### config.mk
export PLATFORM = sky130hd
export DESIGN_NAME = binary_arith_flag_unit
export DESIGN_NICKNAME = d
export VERILOG_FILES = /design/src/rtl/arith_pkg.sv /design/src/rtl/binary_arith_flag_unit.sv
export SDC_FILE = /design/constraint.sdc
export NUM_CORES = 1
export LEC_CHECK = 0
export BUFFER_PORTS_ARGS = -buffer_cell sky130_fd_sc_hd__buf_4
export CAP_MARGIN = 25
export CORE_ASPECT_RATIO = 0.7
export CORE_UTILIZATION = 30
export DETAILED_ROUTE_END_ITERATION = 6
export HOLD_SLACK_MARGIN = 0.05
export PLACE_DENSITY = 0.44
export SKIP_LAST_GASP = 1
export SYNTH_ARGS = -nofsm -noshare
export SYNTH_HDL_FRONTEND = slang
export SYNTH_SLANG_ARGS = --single-unit
### constraint.sdc
create_clock -name pclk -period 83.8 [get_ports pclk]
set_input_delay 16.76 -clock pclk [delete_from_list [all_inputs] [get_ports pclk]]
set_output_delay 16.76 -clock pclk [all_outputs]
set_load 0.05 [all_outputs]
### src/rtl/arith_pkg.sv
// Purpose: Shared constants and types of the binary arithmetic flag unit
// Assumes: APB register map with 32-bit data, one word per register
// Notes: Flag layout is shared by the flag register and the bench model
`default_nettype none

package arith_pkg;

  // ------------------------------------------------------------
  // Bus geometry
  // ------------------------------------------------------------
  localparam int ADDR_W = 12;
  localparam int DATA_W = 32;
  localparam int WORD_W = 16;

  // ------------------------------------------------------------
  // Register byte offsets
  // ------------------------------------------------------------
  localparam logic [ADDR_W-1:0] OFF_OPA_LO = 12'h000;
  localparam logic [ADDR_W-1:0] OFF_OPB_LO = 12'h004;
  localparam logic [ADDR_W-1:0] OFF_OPA_HI = 12'h008;
  localparam logic [ADDR_W-1:0] OFF_OPB_HI = 12'h00C;
  localparam logic [ADDR_W-1:0] OFF_CMD = 12'h010;
  localparam logic [ADDR_W-1:0] OFF_FLAGS = 12'h014;
  localparam logic [ADDR_W-1:0] OFF_RES_LO = 12'h018;
  localparam logic [ADDR_W-1:0] OFF_RES_HI = 12'h01C;
  localparam logic [ADDR_W-1:0] OFF_IRQ_STATUS = 12'h020;
  localparam logic [ADDR_W-1:0] OFF_IRQ_MASK = 12'h024;

  // ------------------------------------------------------------
  // Command fields
  // ------------------------------------------------------------
  localparam int CMD_OP_LSB = 0;
  localparam int OP_W = 3;
  localparam int CMD_EXEC_BIT = 3;
  localparam int CMD_FAULT_BIT = 4;

  // ------------------------------------------------------------
  // Interrupt fields
  // ------------------------------------------------------------
  localparam int IRQ_W = 2;
  localparam int IRQ_DONE_BIT = 0;
  localparam int IRQ_ERR_BIT = 1;

  // ------------------------------------------------------------
  // Special status word bit addresses
  // ------------------------------------------------------------
  localparam int STATUS_OVERFLOW_ADDR = 25404;
  localparam int STATUS_UNDERFLOW_ADDR = 25405;
  localparam int STATUS_CARRY_ADDR = 25504;

  // ------------------------------------------------------------
  // Signed range limits
  // ------------------------------------------------------------
  localparam logic signed [17:0] S16_MAX = 18'sh07FFF;
  localparam logic signed [17:0] S16_MIN = 18'sh38000;
  localparam logic signed [33:0] S32_MAX = 34'sh07FFFFFFF;
  localparam logic signed [33:0] S32_MIN = 34'sh380000000;

  // ------------------------------------------------------------
  // Types
  // ------------------------------------------------------------
  typedef enum logic [OP_W-1:0] {
    binary_add,
    binary_subtract,
    binary_multiply,
    binary_divide,
    double_binary_add
  } op_e;

  typedef struct packed {
    logic error_flag;
    logic negative_flag;
    logic zero_flag;
    logic underflow_flag;
    logic overflow_flag;
    logic carry_flag;
  } flags_s;

  localparam int FLAGS_W = 6;
  localparam flags_s FLAGS_RESET = 6'h00;

  typedef struct packed {
    logic [WORD_W-1:0] hi;
    logic [WORD_W-1:0] lo;
  } word_pair_s;

  localparam word_pair_s PAIR_RESET = 32'h0000_0000;
  localparam logic [WORD_W-1:0] WORD_ZERO = 16'h0000;
  localparam logic [DATA_W-1:0] DATA_ZERO = 32'h0000_0000;

endpackage : arith_pkg

`default_nettype wire

### src/rtl/binary_arith_flag_unit.sv
// Purpose: Binary add, subtract, multiply, divide and double add with flags
// Assumes: APB slave, one wait state per access, 10 MHz pclk
// Notes: A command write executes in the same edge it is accepted
//
// Functional notes
// - Execution condition low: no operation, results and flags unchanged.
// - Subtract computes minuend minus subtrahend minus carry, low 16 bits.
// - Negative difference sets carry; result holds two's complement.
// - 16-bit add/subtract: overflow above 7FFF, underflow below 8000.
// - Zero flag set when result zero, else cleared, all five operations except divide by zero.
// - Negative flag copies bit 15 of the operation's chosen result word.
// - Multiply: unsigned product, low word to result, high to next.
// - Multiply and divide treat operands as unsigned only.
// - Divide: quotient to result word, remainder to next word.
// - Divide by zero divisor raises the error flag.
// - Nonexistent indirect operand raises the error flag.
// - Double add: two 32-bit pairs plus carry into a word pair.
// - Double add sets carry when the sum exceeds FFFF FFFF.
// - Double add: overflow above 7FFF FFFF, underflow below 8000 0000.
// - Carry flag holds the digit beyond the 32-bit double add sum.
// - Add/subtract always update carry, overflow and underflow together.
// - 16-bit add sums augend, addend, carry; carry above FFFF.
`default_nettype none

module binary_arith_flag_unit (
  input wire logic pclk,
  input wire logic presetn,
  input wire logic psel,
  input wire logic penable,
  input wire logic pwrite,
  input wire logic [arith_pkg::ADDR_W-1:0] paddr,
  input wire logic [arith_pkg::DATA_W-1:0] pwdata,
  output logic [arith_pkg::DATA_W-1:0] prdata,
  output logic pready,
  output logic pslverr,
  output logic irq
);

  import arith_pkg::*;

  // ------------------------------------------------------------
  // State
  // ------------------------------------------------------------
  logic [WORD_W-1:0] augend_word_reg;
  logic [WORD_W-1:0] addend_word_reg;
  logic [WORD_W-1:0] augend_hi_reg;
  logic [WORD_W-1:0] addend_hi_reg;
  flags_s flags_reg;
  flags_s flags_next;
  word_pair_s result_reg;
  word_pair_s result_next;
  logic [IRQ_W-1:0] irq_status_reg;
  logic [IRQ_W-1:0] irq_status_next;
  logic [IRQ_W-1:0] irq_mask_reg;
  logic [DATA_W-1:0] prdata_reg;
  logic pready_reg;
  logic pslverr_reg;
  logic irq_reg;

  // ------------------------------------------------------------
  // Bus decode
  // ------------------------------------------------------------
  wire access_phase = psel & penable;
  wire wr_en = access_phase & pwrite & pready_reg;
  wire rd_en = access_phase & ~pwrite & pready_reg;
  wire sel_opa_lo = (paddr == OFF_OPA_LO);
  wire sel_opb_lo = (paddr == OFF_OPB_LO);
  wire sel_opa_hi = (paddr == OFF_OPA_HI);
  wire sel_opb_hi = (paddr == OFF_OPB_HI);
  wire sel_cmd = (paddr == OFF_CMD);
  wire sel_flags = (paddr == OFF_FLAGS);
  wire sel_res_lo = (paddr == OFF_RES_LO);
  wire sel_res_hi = (paddr == OFF_RES_HI);
  wire sel_irq_status = (paddr == OFF_IRQ_STATUS);
  wire sel_irq_mask = (paddr == OFF_IRQ_MASK);
  wire sel_any = sel_opa_lo | sel_opb_lo | sel_opa_hi | sel_opb_hi |
                 sel_cmd | sel_flags | sel_res_lo | sel_res_hi |
                 sel_irq_status | sel_irq_mask;
  wire read_only_hit = sel_res_lo | sel_res_hi | sel_irq_status;
  wire bad_access = ~sel_any | (pwrite & read_only_hit);

  // ------------------------------------------------------------
  // Command fields
  // ------------------------------------------------------------
  wire [OP_W-1:0] cmd_code = pwdata[CMD_OP_LSB +: OP_W];
  wire cmd_exec = pwdata[CMD_EXEC_BIT];
  wire cmd_fault = pwdata[CMD_FAULT_BIT];
  wire cmd_write = wr_en & sel_cmd;
  wire do_cmd = cmd_write & cmd_exec;
  wire cin = flags_reg.carry_flag;

  // ------------------------------------------------------------
  // 16-bit add and subtract
  // ------------------------------------------------------------
  wire [16:0] add16 = {1'b0, augend_word_reg} + {1'b0, addend_word_reg} +
                      {16'h0000, cin};
  wire [16:0] sub16 = {1'b0, augend_word_reg} - {1'b0, addend_word_reg} -
                      {16'h0000, cin};
  wire signed [17:0] a16_s = $signed({{2{augend_word_reg[15]}},
                                      augend_word_reg});
  wire signed [17:0] b16_s = $signed({{2{addend_word_reg[15]}},
                                      addend_word_reg});
  wire signed [17:0] cin16_s = $signed({17'h00000, cin});
  wire signed [17:0] sadd16 = a16_s + b16_s + cin16_s;
  wire signed [17:0] ssub16 = a16_s - b16_s - cin16_s;

  // ------------------------------------------------------------
  // 16-bit result fields
  // ------------------------------------------------------------
  wire [WORD_W-1:0] add16_word = add16[WORD_W-1:0];
  wire [WORD_W-1:0] sub16_word = sub16[WORD_W-1:0];
  wire add16_carry = add16[WORD_W];
  wire sub16_borrow = sub16[WORD_W];
  wire add16_over = (sadd16 > S16_MAX);
  wire add16_under = (sadd16 < S16_MIN);
  wire sub16_over = (ssub16 > S16_MAX);
  wire sub16_under = (ssub16 < S16_MIN);

  // ------------------------------------------------------------
  // 32-bit add
  // ------------------------------------------------------------
  wire [31:0] a32 = {augend_hi_reg, augend_word_reg};
  wire [31:0] b32 = {addend_hi_reg, addend_word_reg};
  wire [32:0] add32 = {1'b0, a32} + {1'b0, b32} +
                      {32'h0000_0000, cin};
  wire signed [33:0] sadd32 = $signed({{2{a32[31]}}, a32}) +
                              $signed({{2{b32[31]}}, b32}) +
                              $signed({33'h0_0000_0000, cin});
  wire [DATA_W-1:0] add32_sum = add32[DATA_W-1:0];
  wire add32_carry = add32[DATA_W];
  wire add32_over = (sadd32 > S32_MAX);
  wire add32_under = (sadd32 < S32_MIN);
  wire add32_zero = (add32_sum == DATA_ZERO);

  // ------------------------------------------------------------
  // Unsigned multiply and divide
  // ------------------------------------------------------------
  wire [31:0] product = {WORD_ZERO, augend_word_reg} *
                        {WORD_ZERO, addend_word_reg};
  wire div_zero = (addend_word_reg == WORD_ZERO);
  wire [WORD_W-1:0] safe_div = div_zero ? 16'h0001 : addend_word_reg;
  wire [WORD_W-1:0] quotient = augend_word_reg / safe_div;
  wire [WORD_W-1:0] remainder = augend_word_reg % safe_div;

  // ------------------------------------------------------------
  // Product and quotient fields
  // ------------------------------------------------------------
  wire [WORD_W-1:0] prod_lo = product[WORD_W-1:0];
  wire [WORD_W-1:0] prod_hi = product[DATA_W-1:WORD_W];
  wire prod_zero = (product == DATA_ZERO);
  wire quot_zero = (quotient == WORD_ZERO);

  // ------------------------------------------------------------
  // Operation result and flag selection
  // ------------------------------------------------------------
  always_comb begin
    result_next = result_reg;
    flags_next = flags_reg;
    if (cmd_fault) begin
      flags_next.error_flag = 1'b1;
    end else begin
      flags_next.error_flag = 1'b0;
      unique case (cmd_code)
        binary_add: begin
          result_next.lo = add16_word;
          flags_next.carry_flag = add16_carry;
          flags_next.overflow_flag = add16_over;
          flags_next.underflow_flag = add16_under;
          flags_next.zero_flag = (add16_word == WORD_ZERO);
          flags_next.negative_flag = add16_word[WORD_W-1];
        end
        binary_subtract: begin
          result_next.lo = sub16_word;
          flags_next.carry_flag = sub16_borrow;
          flags_next.overflow_flag = sub16_over;
          flags_next.underflow_flag = sub16_under;
          flags_next.zero_flag = (sub16_word == WORD_ZERO);
          flags_next.negative_flag = sub16_word[WORD_W-1];
        end
        binary_multiply: begin
          result_next.lo = prod_lo;
          result_next.hi = prod_hi;
          flags_next.zero_flag = prod_zero;
          flags_next.negative_flag = prod_hi[WORD_W-1];
        end
        binary_divide: begin
          if (div_zero) begin
            flags_next.error_flag = 1'b1;
          end else begin
            result_next.lo = quotient;
            result_next.hi = remainder;
            flags_next.zero_flag = quot_zero;
            flags_next.negative_flag = quotient[WORD_W-1];
          end
        end
        double_binary_add: begin
          result_next.lo = add32_sum[WORD_W-1:0];
          result_next.hi = add32_sum[DATA_W-1:WORD_W];
          flags_next.carry_flag = add32_carry;
          flags_next.overflow_flag = add32_over;
          flags_next.underflow_flag = add32_under;
          flags_next.zero_flag = add32_zero;
          flags_next.negative_flag = add32_sum[WORD_W-1];
        end
        default: begin
          flags_next.error_flag = 1'b1;
        end
      endcase
    end
  end

  // ------------------------------------------------------------
  // Operand registers
  // ------------------------------------------------------------
  always_ff @(posedge pclk or negedge presetn) begin
    if (!presetn) begin
      augend_word_reg <= WORD_ZERO;
    end else if (wr_en && sel_opa_lo) begin
      augend_word_reg <= pwdata[WORD_W-1:0];
    end
  end

  always_ff @(posedge pclk or negedge presetn) begin
    if (!presetn) begin
      addend_word_reg <= WORD_ZERO;
    end else if (wr_en && sel_opb_lo) begin
      addend_word_reg <= pwdata[WORD_W-1:0];
    end
  end

  always_ff @(posedge pclk or negedge presetn) begin
    if (!presetn) begin
      augend_hi_reg <= WORD_ZERO;
    end else if (wr_en && sel_opa_hi) begin
      augend_hi_reg <= pwdata[WORD_W-1:0];
    end
  end

  always_ff @(posedge pclk or negedge presetn) begin
    if (!presetn) begin
      addend_hi_reg <= WORD_ZERO;
    end else if (wr_en && sel_opb_hi) begin
      addend_hi_reg <= pwdata[WORD_W-1:0];
    end
  end

  // ------------------------------------------------------------
  // Results and flags, updated together by a command; flags also by a flags write
  // ------------------------------------------------------------
  always_ff @(posedge pclk or negedge presetn) begin
    if (!presetn) begin
      result_reg <= PAIR_RESET;
    end else if (do_cmd) begin
      result_reg <= result_next;
    end
  end

  always_ff @(posedge pclk or negedge presetn) begin
    if (!presetn) begin
      flags_reg <= FLAGS_RESET;
    end else if (do_cmd) begin
      flags_reg <= flags_next;
    end else if (wr_en && sel_flags) begin
      flags_reg <= flags_s'(pwdata[FLAGS_W-1:0]);
    end
  end

  // ------------------------------------------------------------
  // Interrupts
  // ------------------------------------------------------------
  wire [IRQ_W-1:0] irq_events = {do_cmd & flags_next.error_flag, do_cmd};
  wire irq_status_read = rd_en & sel_irq_status;
  wire irq_mask_write = wr_en & sel_irq_mask;
  wire [IRQ_W-1:0] irq_mask_next = irq_mask_write ? pwdata[IRQ_W-1:0] :
                                   irq_mask_reg;

  always_comb begin
    irq_status_next = irq_status_reg;
    if (irq_status_read) begin
      irq_status_next = '0;
    end
    irq_status_next = irq_status_next | irq_events;
  end

  always_ff @(posedge pclk or negedge presetn) begin
    if (!presetn) begin
      irq_status_reg <= '0;
    end else begin
      irq_status_reg <= irq_status_next;
    end
  end

  always_ff @(posedge pclk or negedge presetn) begin
    if (!presetn) begin
      irq_mask_reg <= '0;
    end else begin
      irq_mask_reg <= irq_mask_next;
    end
  end

  always_ff @(posedge pclk or negedge presetn) begin
    if (!presetn) begin
      irq_reg <= 1'b0;
    end else begin
      irq_reg <= |(irq_status_next & irq_mask_next);
    end
  end

  // ------------------------------------------------------------
  // Read data selection
  // ------------------------------------------------------------
  wire [DATA_W-1:0] rd_opa_lo = {WORD_ZERO, augend_word_reg};
  wire [DATA_W-1:0] rd_opb_lo = {WORD_ZERO, addend_word_reg};
  wire [DATA_W-1:0] rd_opa_hi = {WORD_ZERO, augend_hi_reg};
  wire [DATA_W-1:0] rd_opb_hi = {WORD_ZERO, addend_hi_reg};
  wire [DATA_W-1:0] rd_flags = {26'h000_0000, flags_reg};
  wire [DATA_W-1:0] rd_res_lo = {WORD_ZERO, result_reg.lo};
  wire [DATA_W-1:0] rd_res_hi = {WORD_ZERO, result_reg.hi};
  wire [DATA_W-1:0] rd_irq_st = {30'h0000_0000, irq_status_reg};
  wire [DATA_W-1:0] rd_irq_mk = {30'h0000_0000, irq_mask_reg};
  wire [DATA_W-1:0] rd_mux =
    sel_opa_lo ? rd_opa_lo :
    sel_opb_lo ? rd_opb_lo :
    sel_opa_hi ? rd_opa_hi :
    sel_opb_hi ? rd_opb_hi :
    sel_flags ? rd_flags :
    sel_res_lo ? rd_res_lo :
    sel_res_hi ? rd_res_hi :
    sel_irq_status ? rd_irq_st :
    sel_irq_mask ? rd_irq_mk :
    DATA_ZERO;

  // ------------------------------------------------------------
  // Bus answer, one wait state
  // ------------------------------------------------------------
  wire answer_now = access_phase & ~pready_reg;

  always_ff @(posedge pclk or negedge presetn) begin
    if (!presetn) begin
      pready_reg <= 1'b0;
    end else begin
      pready_reg <= answer_now;
    end
  end

  always_ff @(posedge pclk or negedge presetn) begin
    if (!presetn) begin
      pslverr_reg <= 1'b0;
    end else begin
      pslverr_reg <= answer_now & bad_access;
    end
  end

  always_ff @(posedge pclk or negedge presetn) begin
    if (!presetn) begin
      prdata_reg <= DATA_ZERO;
    end else if (answer_now && !pwrite) begin
      prdata_reg <= rd_mux;
    end
  end

  // ------------------------------------------------------------
  // Outputs
  // ------------------------------------------------------------
  assign prdata = prdata_reg;
  assign pready = pready_reg;
  assign pslverr = pslverr_reg;
  assign irq = irq_reg;

endmodule : binary_arith_flag_unit

`default_nettype wire

; Word level (Yosys, flattened, before mapping)
; Index checks and enable logic that the tools add are counted.
[op_classes]
div = 2
reduce_logical = 24
muxes = 24
n_eq_ne = 18
multipliers = 1
order_cmp = 6
bitwise_logic = 31
add_sub_neg = 12
[op_table]
columns = operator, count
row1 = 2-to-1 mux 16 bit, 8
row2 = one-hot mux 16 bit (5 select lines), 1
row3 = adder 32 x 32 -> 33 bit, 2
row4 = logical NOT 16 bit, 4
row5 = logical NOT 32 bit, 2
row6 = "== test 12 x 5 -> 1 bit, second input constant", 4
row7 = one-hot mux 16 bit (3 select lines), 1
row8 = "greater-than comparator 18 x 16 -> 1 bit, second input constant", 2
row9 = "less-than comparator 18 x 16 -> 1 bit, second input constant", 2
row10 = adder 16 x 16 -> 17 bit, 2
row11 = adder 33 x 2 -> 34 bit, 1
row12 = "greater-than comparator 34 x 32 -> 1 bit, second input constant", 1
row13 = "less-than comparator 34 x 32 -> 1 bit, second input constant", 1
row14 = subtractor 16 x 16 -> 17 bit, 2
row15 = adder 33 x 1 -> 33 bit, 1
row16 = multiplier 16 x 16 -> 32 bit, 1
row17 = 2-to-1 mux 32 bit, 1
row18 = "== test 12 x 4 -> 1 bit, second input constant", 2
row19 = "== test 12 x 6 -> 1 bit, second input constant", 2
row20 = adder 17 x 2 -> 18 bit, 1
row21 = subtractor 17 x 2 -> 18 bit, 1
row22 = adder 17 x 1 -> 17 bit, 1
row23 = subtractor 17 x 1 -> 17 bit, 1
row24 = divider 16 x 16 -> 16 bit, 1
row25 = other kinds (32), 73
[word_totals]
out_inout_bits = 35
regBits = 141
wordCells = 136
input_bits = 49

; Longest topological paths before layout
; Gate-level depths: netlist (run 1).
[logic_depth]
word_depth = 13
depth_mapped = 138
depth_no_buf = 129

; Worst setup path after synthesis (run 1)
; Ideal clock, no wire load.
[synth_timing]
kind = flip-flop to flip-flop
from = register addend_word_reg[14]
to = register result_reg, in the netlist rd_res_hi[13]
setup_ns = 0.119
path_buffers = 14
path_stages_with_launch = 132
period_less_slack_ns = 28.717
arrival_ns = 28.598
path_slack_ns = 55.083
path_cell_list = dfrtp_1 -> buf_6 -> or4_1 -> buf_2 -> nor3_2 -> a21oi_1 -> clkbuf_1 -> clkbuf_1 -> ha_1 -> o21ai_0 -> a21o_1 -> or2_2 -> nand2_1 -> o21ai_0 -> ha_1 -> a21o_1 -> a221oi_1 -> a311o_1 -> [... 96 more ...] -> a21oi_1 -> o41ai_1 -> clkbuf_1 -> buf_2 -> o211ai_1 -> and2_1 -> ha_1 -> a21o_1 -> a21oi_1 -> nor2_1 -> a211oi_1 -> a31oi_1 -> o31a_1 -> nor2_1 -> nor2_1 -> a221o_1 -> o22a_1 -> o21a_1
[synth_between]
elab_chain_cells = 5
[synth_rtl]
columns = element, line_no
row1 = "start, declared", binary_arith_flag_unit.sv:45  ; logic [WORD_W-1:0] addend_word_reg;
row2 = "start signal, assigned", binary_arith_flag_unit.sv:227  ; addend_word_reg <= pwdata[WORD_W-1:0];
row3 = logical NOT 16 bit, binary_arith_flag_unit.sv:140  ; wire div_zero = (addend_word_reg == WORD_ZERO);
row4 = 2-to-1 mux 16 bit, binary_arith_flag_unit.sv:141  ; wire [WORD_W-1:0] safe_div = div_zero ? 16'h0001 : addend_word_reg;
row5 = modulo 16 x 16 -> 16 bit, binary_arith_flag_unit.sv:143  ; wire [WORD_W-1:0] remainder = augend_word_reg % safe_div;
row6 = 2-to-1 mux 32 bit, binary_arith_flag_unit.sv:187  ; if (div_zero) begin
row7 = one-hot mux 16 bit (3 select lines), binary_arith_flag_unit.sv:163  ; unique case (cmd_code)
row8 = "end signal, assigned", binary_arith_flag_unit.sv:254  ; result_reg <= result_next;
row9 = "end, declared", binary_arith_flag_unit.sv:50  ; word_pair_s result_reg;
; Parallel ways exist; a longest one is shown, timed or not. The select of a mux whose other input is x is not followed.
; A chain may end at the register's enable or synchronous reset.

; Worst setup path after layout (run 1)
[layout_timing]
from = register addend_word_reg[15]
to = register flags_reg[3] (netlist bit)
[layout_between]
elab_chain_cells = 8
[layout_rtl]
columns = element, line_no
row1 = logical NOT 16 bit, binary_arith_flag_unit.sv:140
row2 = 2-to-1 mux 16 bit, binary_arith_flag_unit.sv:141
row3 = divider 16 x 16 -> 16 bit, binary_arith_flag_unit.sv:142  ; wire [WORD_W-1:0] quotient = augend_word_reg / safe_div;
row4 = logical NOT 16 bit, binary_arith_flag_unit.sv:151  ; wire quot_zero = (quotient == WORD_ZERO);
row5 = 2-to-1 mux 2 bit, binary_arith_flag_unit.sv:187
row6 = one-hot mux 2 bit (5 select lines), binary_arith_flag_unit.sv:163
row7 = 2-to-1 mux 5 bit, binary_arith_flag_unit.sv:159  ; if (cmd_fault) begin
row8 = 2-to-1 mux 6 bit, binary_arith_flag_unit.sv:261  ; end else if (do_cmd) begin
row9 = "end signal, assigned", binary_arith_flag_unit.sv:262  ; flags_reg <= flags_next;
row10 = "end signal, assigned", binary_arith_flag_unit.sv:264  ; flags_reg <= flags_s'(pwdata[FLAGS_W-1:0]);
row11 = "end, declared", binary_arith_flag_unit.sv:48  ; flags_s flags_reg;
; Parallel ways exist; a longest one is shown, timed or not. The select of a mux whose other input is x is not followed.

==> results_dict.tcl, run 1 <==
set metrics [dict create \
    outcome "complete, no violations" \
    hpwl_um 90060 \
    clkSinkCount 125 \
    final-seq-area_um2 3128 \
    syn_to_final_growth_pct 9.866 \
    yosys.area_share.simple_pct 18.88 \
    avgSynthCellArea_um2 7.847 \
    grt_pass1_wl_um 166400 \
    crit_type "flip-flop to flip-flop" \
    die_w_um 353.0 \
    r2r-end "flags_reg[3]" \
    finalCritPeriodShare_pct 45.91 \
    antenna_found_initial 6 \
    gp_congestion 0.9484 \
    cts.repair.resized 0 \
    synth_top_family_by_area "adder cells" \
    dr.pass1.iters 7 \
    avgViaCountPerCell 5.644 \
    synth_edf_count 0 \
    htree_levels 4 \
    worstSetupEndpointType "flip-flop" \
    yosys_warnings 0 \
    postCtsSetupBuffers 0 \
    drt-total-wl_um 113700 \
    startpoint_type "flip-flop" \
    rsz0062_at_grt "false" \
    fin_nets 3848 \
    fin_tns_setup_ns 0 \
    ant_nets 0 \
    die_y_um 247.7 \
    holdPathStages 2 \
    min_from "rd_res_lo[2]" \
    core_area_um2 84850 \
    synth_area_um2 25870 \
    reg2reg_depth 126 \
    ctsHoldBuffers 0 \
    clkLatencyLatePin_ns 0.43 \
    report.final.slew_viol_count 0 \
    fmax_mhz 25.99 \
    fin_skew_ns 0.008120 \
    synth_ff_type "dfrtp_1" \
    drive_gt1_share_pct 9.581 \
    worstHoldPathType "flip-flop to flip-flop" \
    drtIter0Drc 2399 \
    grt_use_total_pct 25.84 \
    crit_start "addend_word_reg[15]" \
    post_drt_wl_per_cell_um 25.52 \
    synth_xor_area_share_pct 5.552 \
    crit_slowest_cell "or3_1" \
    final_common_cell "nand2_1" \
    multi_input_area_um2 20890 \
    synthAdderAreaFrac_pct 29.57 \
    fillers 9214 \
    cts_tree "built" \
    cpMostUsedCell "ha_1" \
    cpPeakStageDelay_ns 0.90 \
    setup_viol 0 \
    io_buffers 51 \
    syn-instance-count 3297 \
    clockBufferDepth 2 \
    ios 84 \
    ys_types 99 \
    dieArea_um2 87430 \
    finalHoldViolCount 0 \
    cp.arrival_ns 38.71 \
    r2r_setup_slack_ns 45.33 \
    ys_ff_latch 125 \
    cts_made_buffers 17 \
    reg2reg_from "addend_word_reg[15]" \
    clock-root-buffer "clkbuf_16" \
    crit_required_ns 84.04 \
    synth_compound_area_share_pct 21.99 \
    drc 0 \
    grt_max_degree 77 \
    tightest_slew_ns 1.188 \
    clk_pin_slew_ns 0.06 \
    ys_seq_area_share_pct 12.09 \
    slew_headroom_pct 20.10 \
    rows 89 \
    synthMuxAreaShare_pct 4.401 \
    maxCapViolations 0 \
    fin_crit_ns 38.47 \
    synthArstFlopShare_pct 100.0 \
    start_util_pct 30.49 \
    vias 25154 \
    worstPathMaxFanout 26 \
    grt-ovfl-total 0 \
    worst_hold_path.endpoint "rd_res_lo[2]" \
    mostFrequentLayoutCells "354 x nand2_1, 328 x nor2_1, 323 x inv_1, 293 x ha_1, 199 x fa_1" \
    first_global_vias 24039 \
]
==> through the flow <==
stage | instances | utilization, % | setup slack [ns] | hold WS (ns) | cell area [um2]
2_1_floorplan | 3312 | - | 55.08 | 0.4418 | 25930
3_3_place_gp | 4422 | 32.66 | 45.71 | 0.4658 | 27710
3_5_place_dp | 4424 | 32.70 | 46.22 | 0.4694 | 27750
4_1_cts | 4455 | 33.46 | 46.07 | 0.4841 | 28390
5_1_grt | 4456 | 33.49 | 43.10 | 0.5015 | 28420
6_report | 4457 | 33.50 | 45.33 | 0.4820 | 28420
==> metal layers <==
layer,global-route usage [%],share of wire [%],up-vias
li1,-,-,11602
met1,39.55,50,12473
met2,35.33,38,965
met3,7.022,9.6,110
met4,5.233,2.0,4
met5,0,0.028,-
==> how the worst max path moves through the flow <==
stage | end | depth (start not counted)
after CTS | flags_reg[3] | 126
after global placement | flags_reg[3] | 126
after floorplan | rd_res_hi[13] | 131
after detailed placement | flags_reg[3] | 126
after global routing | flags_reg[3] | 129
final | flags_reg[3] | 126
==> layout make-up <==
cell class                 count  area share [%]
inverter                     335           4.424
sequential                   125           11.00
multi-input combinational   2690           73.49
antenna                        1        0.008804
clock buffer                  20           1.607
tap                         1137           5.005
clock inverter                11          0.6691
timing repair buffer         138           3.790
==> critical path, delay by kind of cell (launching register included) <==
family / cells / cell delay [ns]
fa+ha+maj: 15 / 5.23
simple gates: 39 / 11.58
flops: 1 / 0.35
mux: 3 / 1.05
buf+inv: 9 / 1.89
compound gates: 60 / 18.01
==> cell usage after synthesis (26+ instances only) <==
cell type    n  share of area, %
nor3_1      75               1.5
or3_1       32              0.77
xor2_1      44               1.5
a31oi_1     63               1.5
a21o_1      63               1.8
ha_1       293                14
xnor2_1    120               4.1
nand3_1     49              0.95
nor4_1      29              0.70
o21ai_0    161               3.1
nor2_1     330               4.8
clkbuf_1   118               1.7
nand2_1    354               5.1
fa_1       199                15
nand2b_1    35              0.85
o21a_1      50               1.5
a211oi_1    26              0.75
nand4_1     27              0.65
inv_1      323               4.7
a21oi_1    197               3.8
mux2_2      85               3.7
a22oi_1     29              0.84
dfrtp_1    125                12
==> cell families after synthesis <==
logic type / after synthesis
buf+inv: 497
other cells: 1
fa+ha+maj: 492
simple gates: 1062
flops: 125
xor+xnor: 164
mux: 102
compound gates: 854
Power of run 1 is left out: the tool's default activity adds up to more than one toggle a clock period on the data nets, which glitch-free logic cannot reach.
==> run 2, diff against run 1 <==
--- a/config.mk
+++ b/config.mk
@@ -5,6 +5,7 @@
 export SDC_FILE = /design/constraint.sdc
 export NUM_CORES = 1
 export LEC_CHECK = 0
+export ABC_AREA = 1
 export BUFFER_PORTS_ARGS = -buffer_cell sky130_fd_sc_hd__buf_4
 export CAP_MARGIN = 25
 export CORE_ASPECT_RATIO = 0.7
==> constraint.sdc (replaced) <==
create_clock -name pclk -period 39.7 [get_ports pclk]
set_input_delay 7.94 -clock pclk [delete_from_list [all_inputs] [get_ports pclk]]
set_output_delay 7.94 -clock pclk [all_outputs]
set_load 0.05 [all_outputs]
==> run 2 against run 1 <==
Non-clock buffer count decreased by 28. Worst hold slack improved by 0.0060 ns. First-iteration DRC count decreased by 12%. Clock-buffer cell count decreased by 1. Core utilization decreased by 0.32 points. Critical endpoint is now rd_res_hi[2].
==> results_dict.tcl, run 2 <==
set metrics [dict create \
    outcome "complete, no violations" \
    hpwl_um 79120 \
    drtIter0Drc 2115 \
    postCtsSetupBuffers 0 \
    reg2reg_from "addend_word_reg[14]" \
    htree_levels 4 \
    fmax_mhz 31.44 \
    synth_area_leaders "fa_1 16%, ha_1 14%, nand2_1 13%" \
    grtUsageMet3_pct 7.570 \
    fin_crit_ns 31.80 \
    finalHoldViolCount 0 \
    synthMuxAreaShare_pct 0.03957 \
    fin_nets 4175 \
    ctsHoldBuffers 0 \
    dr.pass1.iters 7 \
    startpoint_type "flip-flop" \
    worstPathMaxFanout 27 \
    synth_top_family_by_area "adder cells" \
    rows 88 \
    fin_skew_ns 0.01769 \
    ios 84 \
    synthAdderAreaFrac_pct 30.24 \
    yosys-top-cells-count "858 x nand2_1, 668 x inv_1, 293 x ha_1" \
    crit_type "flip-flop to flip-flop" \
    antenna_found_initial 1 \
    synth_top_area_cell "fa_1" \
    clock-root-buffer "clkbuf_16" \
    grt_use_met1_pct 36.86 \
    syn-instance-count 3621 \
    post_drt_wl_per_cell_um 20.78 \
    fillers 9134 \
    ys_types 68 \
    yosys.area_share.simple_pct 24.73 \
    clkLatencyLatePin_ns 0.45 \
    synth_area_um2 25300 \
    cpPeakStageDelay_ns 0.79 \
    final_common_cell "nand2_1" \
    avgSynthCellArea_um2 6.986 \
    cts_tree "built" \
    min_from "prdata[1]" \
    start_util_pct 30.51 \
    clockBufferDepth 2 \
    synth_xor_area_share_pct 5.159 \
    synth_compound_area_share_pct 14.59 \
    avgViaCountPerCell 4.909 \
    clkSinkCount 125 \
    worstSetupEndpointType "flip-flop" \
    yosys_warnings 0 \
    synth_ff_type "dfrtp_1" \
    dieArea_um2 85510 \
    grt_use_total_pct 23.34 \
    die_y_um 245.0 \
    rsz0062_at_grt "false" \
    grt_pass1_wl_um 147900 \
    cts_made_buffers 17 \
    ant_nets 0 \
    ys_seq_area_share_pct 12.36 \
    clk_pin_slew_ns 0.06 \
    ys_ff_latch 125 \
    synth_top_area_share_pct 15.75 \
    synthArstFlopShare_pct 100.0 \
    fin_tns_setup_ns 0 \
    worstHoldPathType "flip-flop to flip-flop" \
    syn_to_final_growth_pct 8.739 \
    drc 0 \
    mostFrequentLayoutCells "858 x nand2_1, 668 x inv_1, 293 x ha_1, 206 x o21ai_0, 200 x nor2_1" \
    crit_slowest_cell "clkinv_1" \
    finalCritPeriodShare_pct 80.11 \
    setup_viol 0 \
    grt_max_degree 73 \
    tightest_slew_ns 1.132 \
    vias 23428 \
    drt-total-wl_um 99150 \
    yosys.cell_count.top_type "nand2_1" \
    crit_start "addend_word_reg[14]" \
    die_w_um 349.1 \
    cts.repair.resized 0 \
    io_buffers 51 \
    n_antenna_cell 0 \
    maxCapViolations 0 \
    cp.arrival_ns 32.11 \
    first_global_vias 22434 \
    report.final.slew_viol_count 0 \
    crit_required_ns 40.01 \
    grt-ovfl-total 0 \
    slew_headroom_pct 24.52 \
    drive_gt1_share_pct 8.089 \
    cpMostUsedCell "nand2_1" \
    core_area_um2 82910 \
    busiest_layer "met1" \
    synth_edf_count 0 \
    gp_congestion 0.9589 \
    grtUsageMet2_pct 30.45 \
]
-- run 2: logic make-up (layout without fill, tap and decap cells) --
group,Yosys count,after routing
mux,1,1
xor+xnor,149,149
simple gates,1438,1438
other cells,1,16
buf+inv,814,825
flops,125,125
compound gates,601,601
fa+ha+maj,492,492
-- run 2: layer usage --
layer  part of all wire [%]  vias to the layer above
met1                     53                    11116
met4                   0.90                        0
met5                      0                        -
li1                       -                    11552
met2                     36                      715
met3                     10                       45
-- run 2: area by class of cell --
type / count / area (um2) / area share, %
timing repair buffer: 110 / 893.4 / 3.248
tap: 1125 / 1408 / 5.117
inverter: 683 / 2569 / 9.338
clock buffer: 19 / 432.9 / 1.574
clock inverter: 13 / 93.84 / 0.3411
sequential: 125 / 3128 / 11.37
multi-input combinational: 2697 / 18980 / 69.01
-- run 2: final timing paths --
| check | endpoint | slack, ns | cells after the start |
|---|---|---|---|
| max | rd_res_hi[2] | 7.90 | 183 |
| min | prdata[1] | 0.49 | 2 |
| max reg2reg | rd_res_hi[2] | 7.90 | 183 |
| min reg2reg | prdata[1] | 0.49 | 2 |
| max in group asynchronous | addend_word_reg[3] | 31.12 | 3 |
| min in group asynchronous | augend_hi_reg[15] | 7.44 | 1 |
-- run 2: worst max-delay path: cells and delay by family, from the launching register on --
| kind | cells | cell delay, ns |
|---|---|---|
| and+or+nand+nor | 101 | 12.31 |
| AOI/OAI and AO/OA | 47 | 9.87 |
| adders and majority gates | 15 | 5.01 |
| buffers and inverters | 20 | 4.00 |
| DFF | 1 | 0.36 |
-- run 2: per-stage QoR --
step | instances | util [%] | worst slack, ns | hold slack (ns) | cell area [um2]
5_1_grt | 4772 | 33.18 | 4.930 | 0.5154 | 27510
3_3_place_gp | 4736 | 32.43 | 8.141 | 0.4628 | 26890
3_5_place_dp | 4737 | 32.44 | 8.249 | 0.4751 | 26900
6_report | 4772 | 33.18 | 7.896 | 0.4879 | 27510
2_1_floorplan | 3636 | - | 16.17 | 0.4492 | 25350
4_1_cts | 4769 | 33.08 | 8.160 | 0.4839 | 27430
Power of run 2 is left out for the same reason.
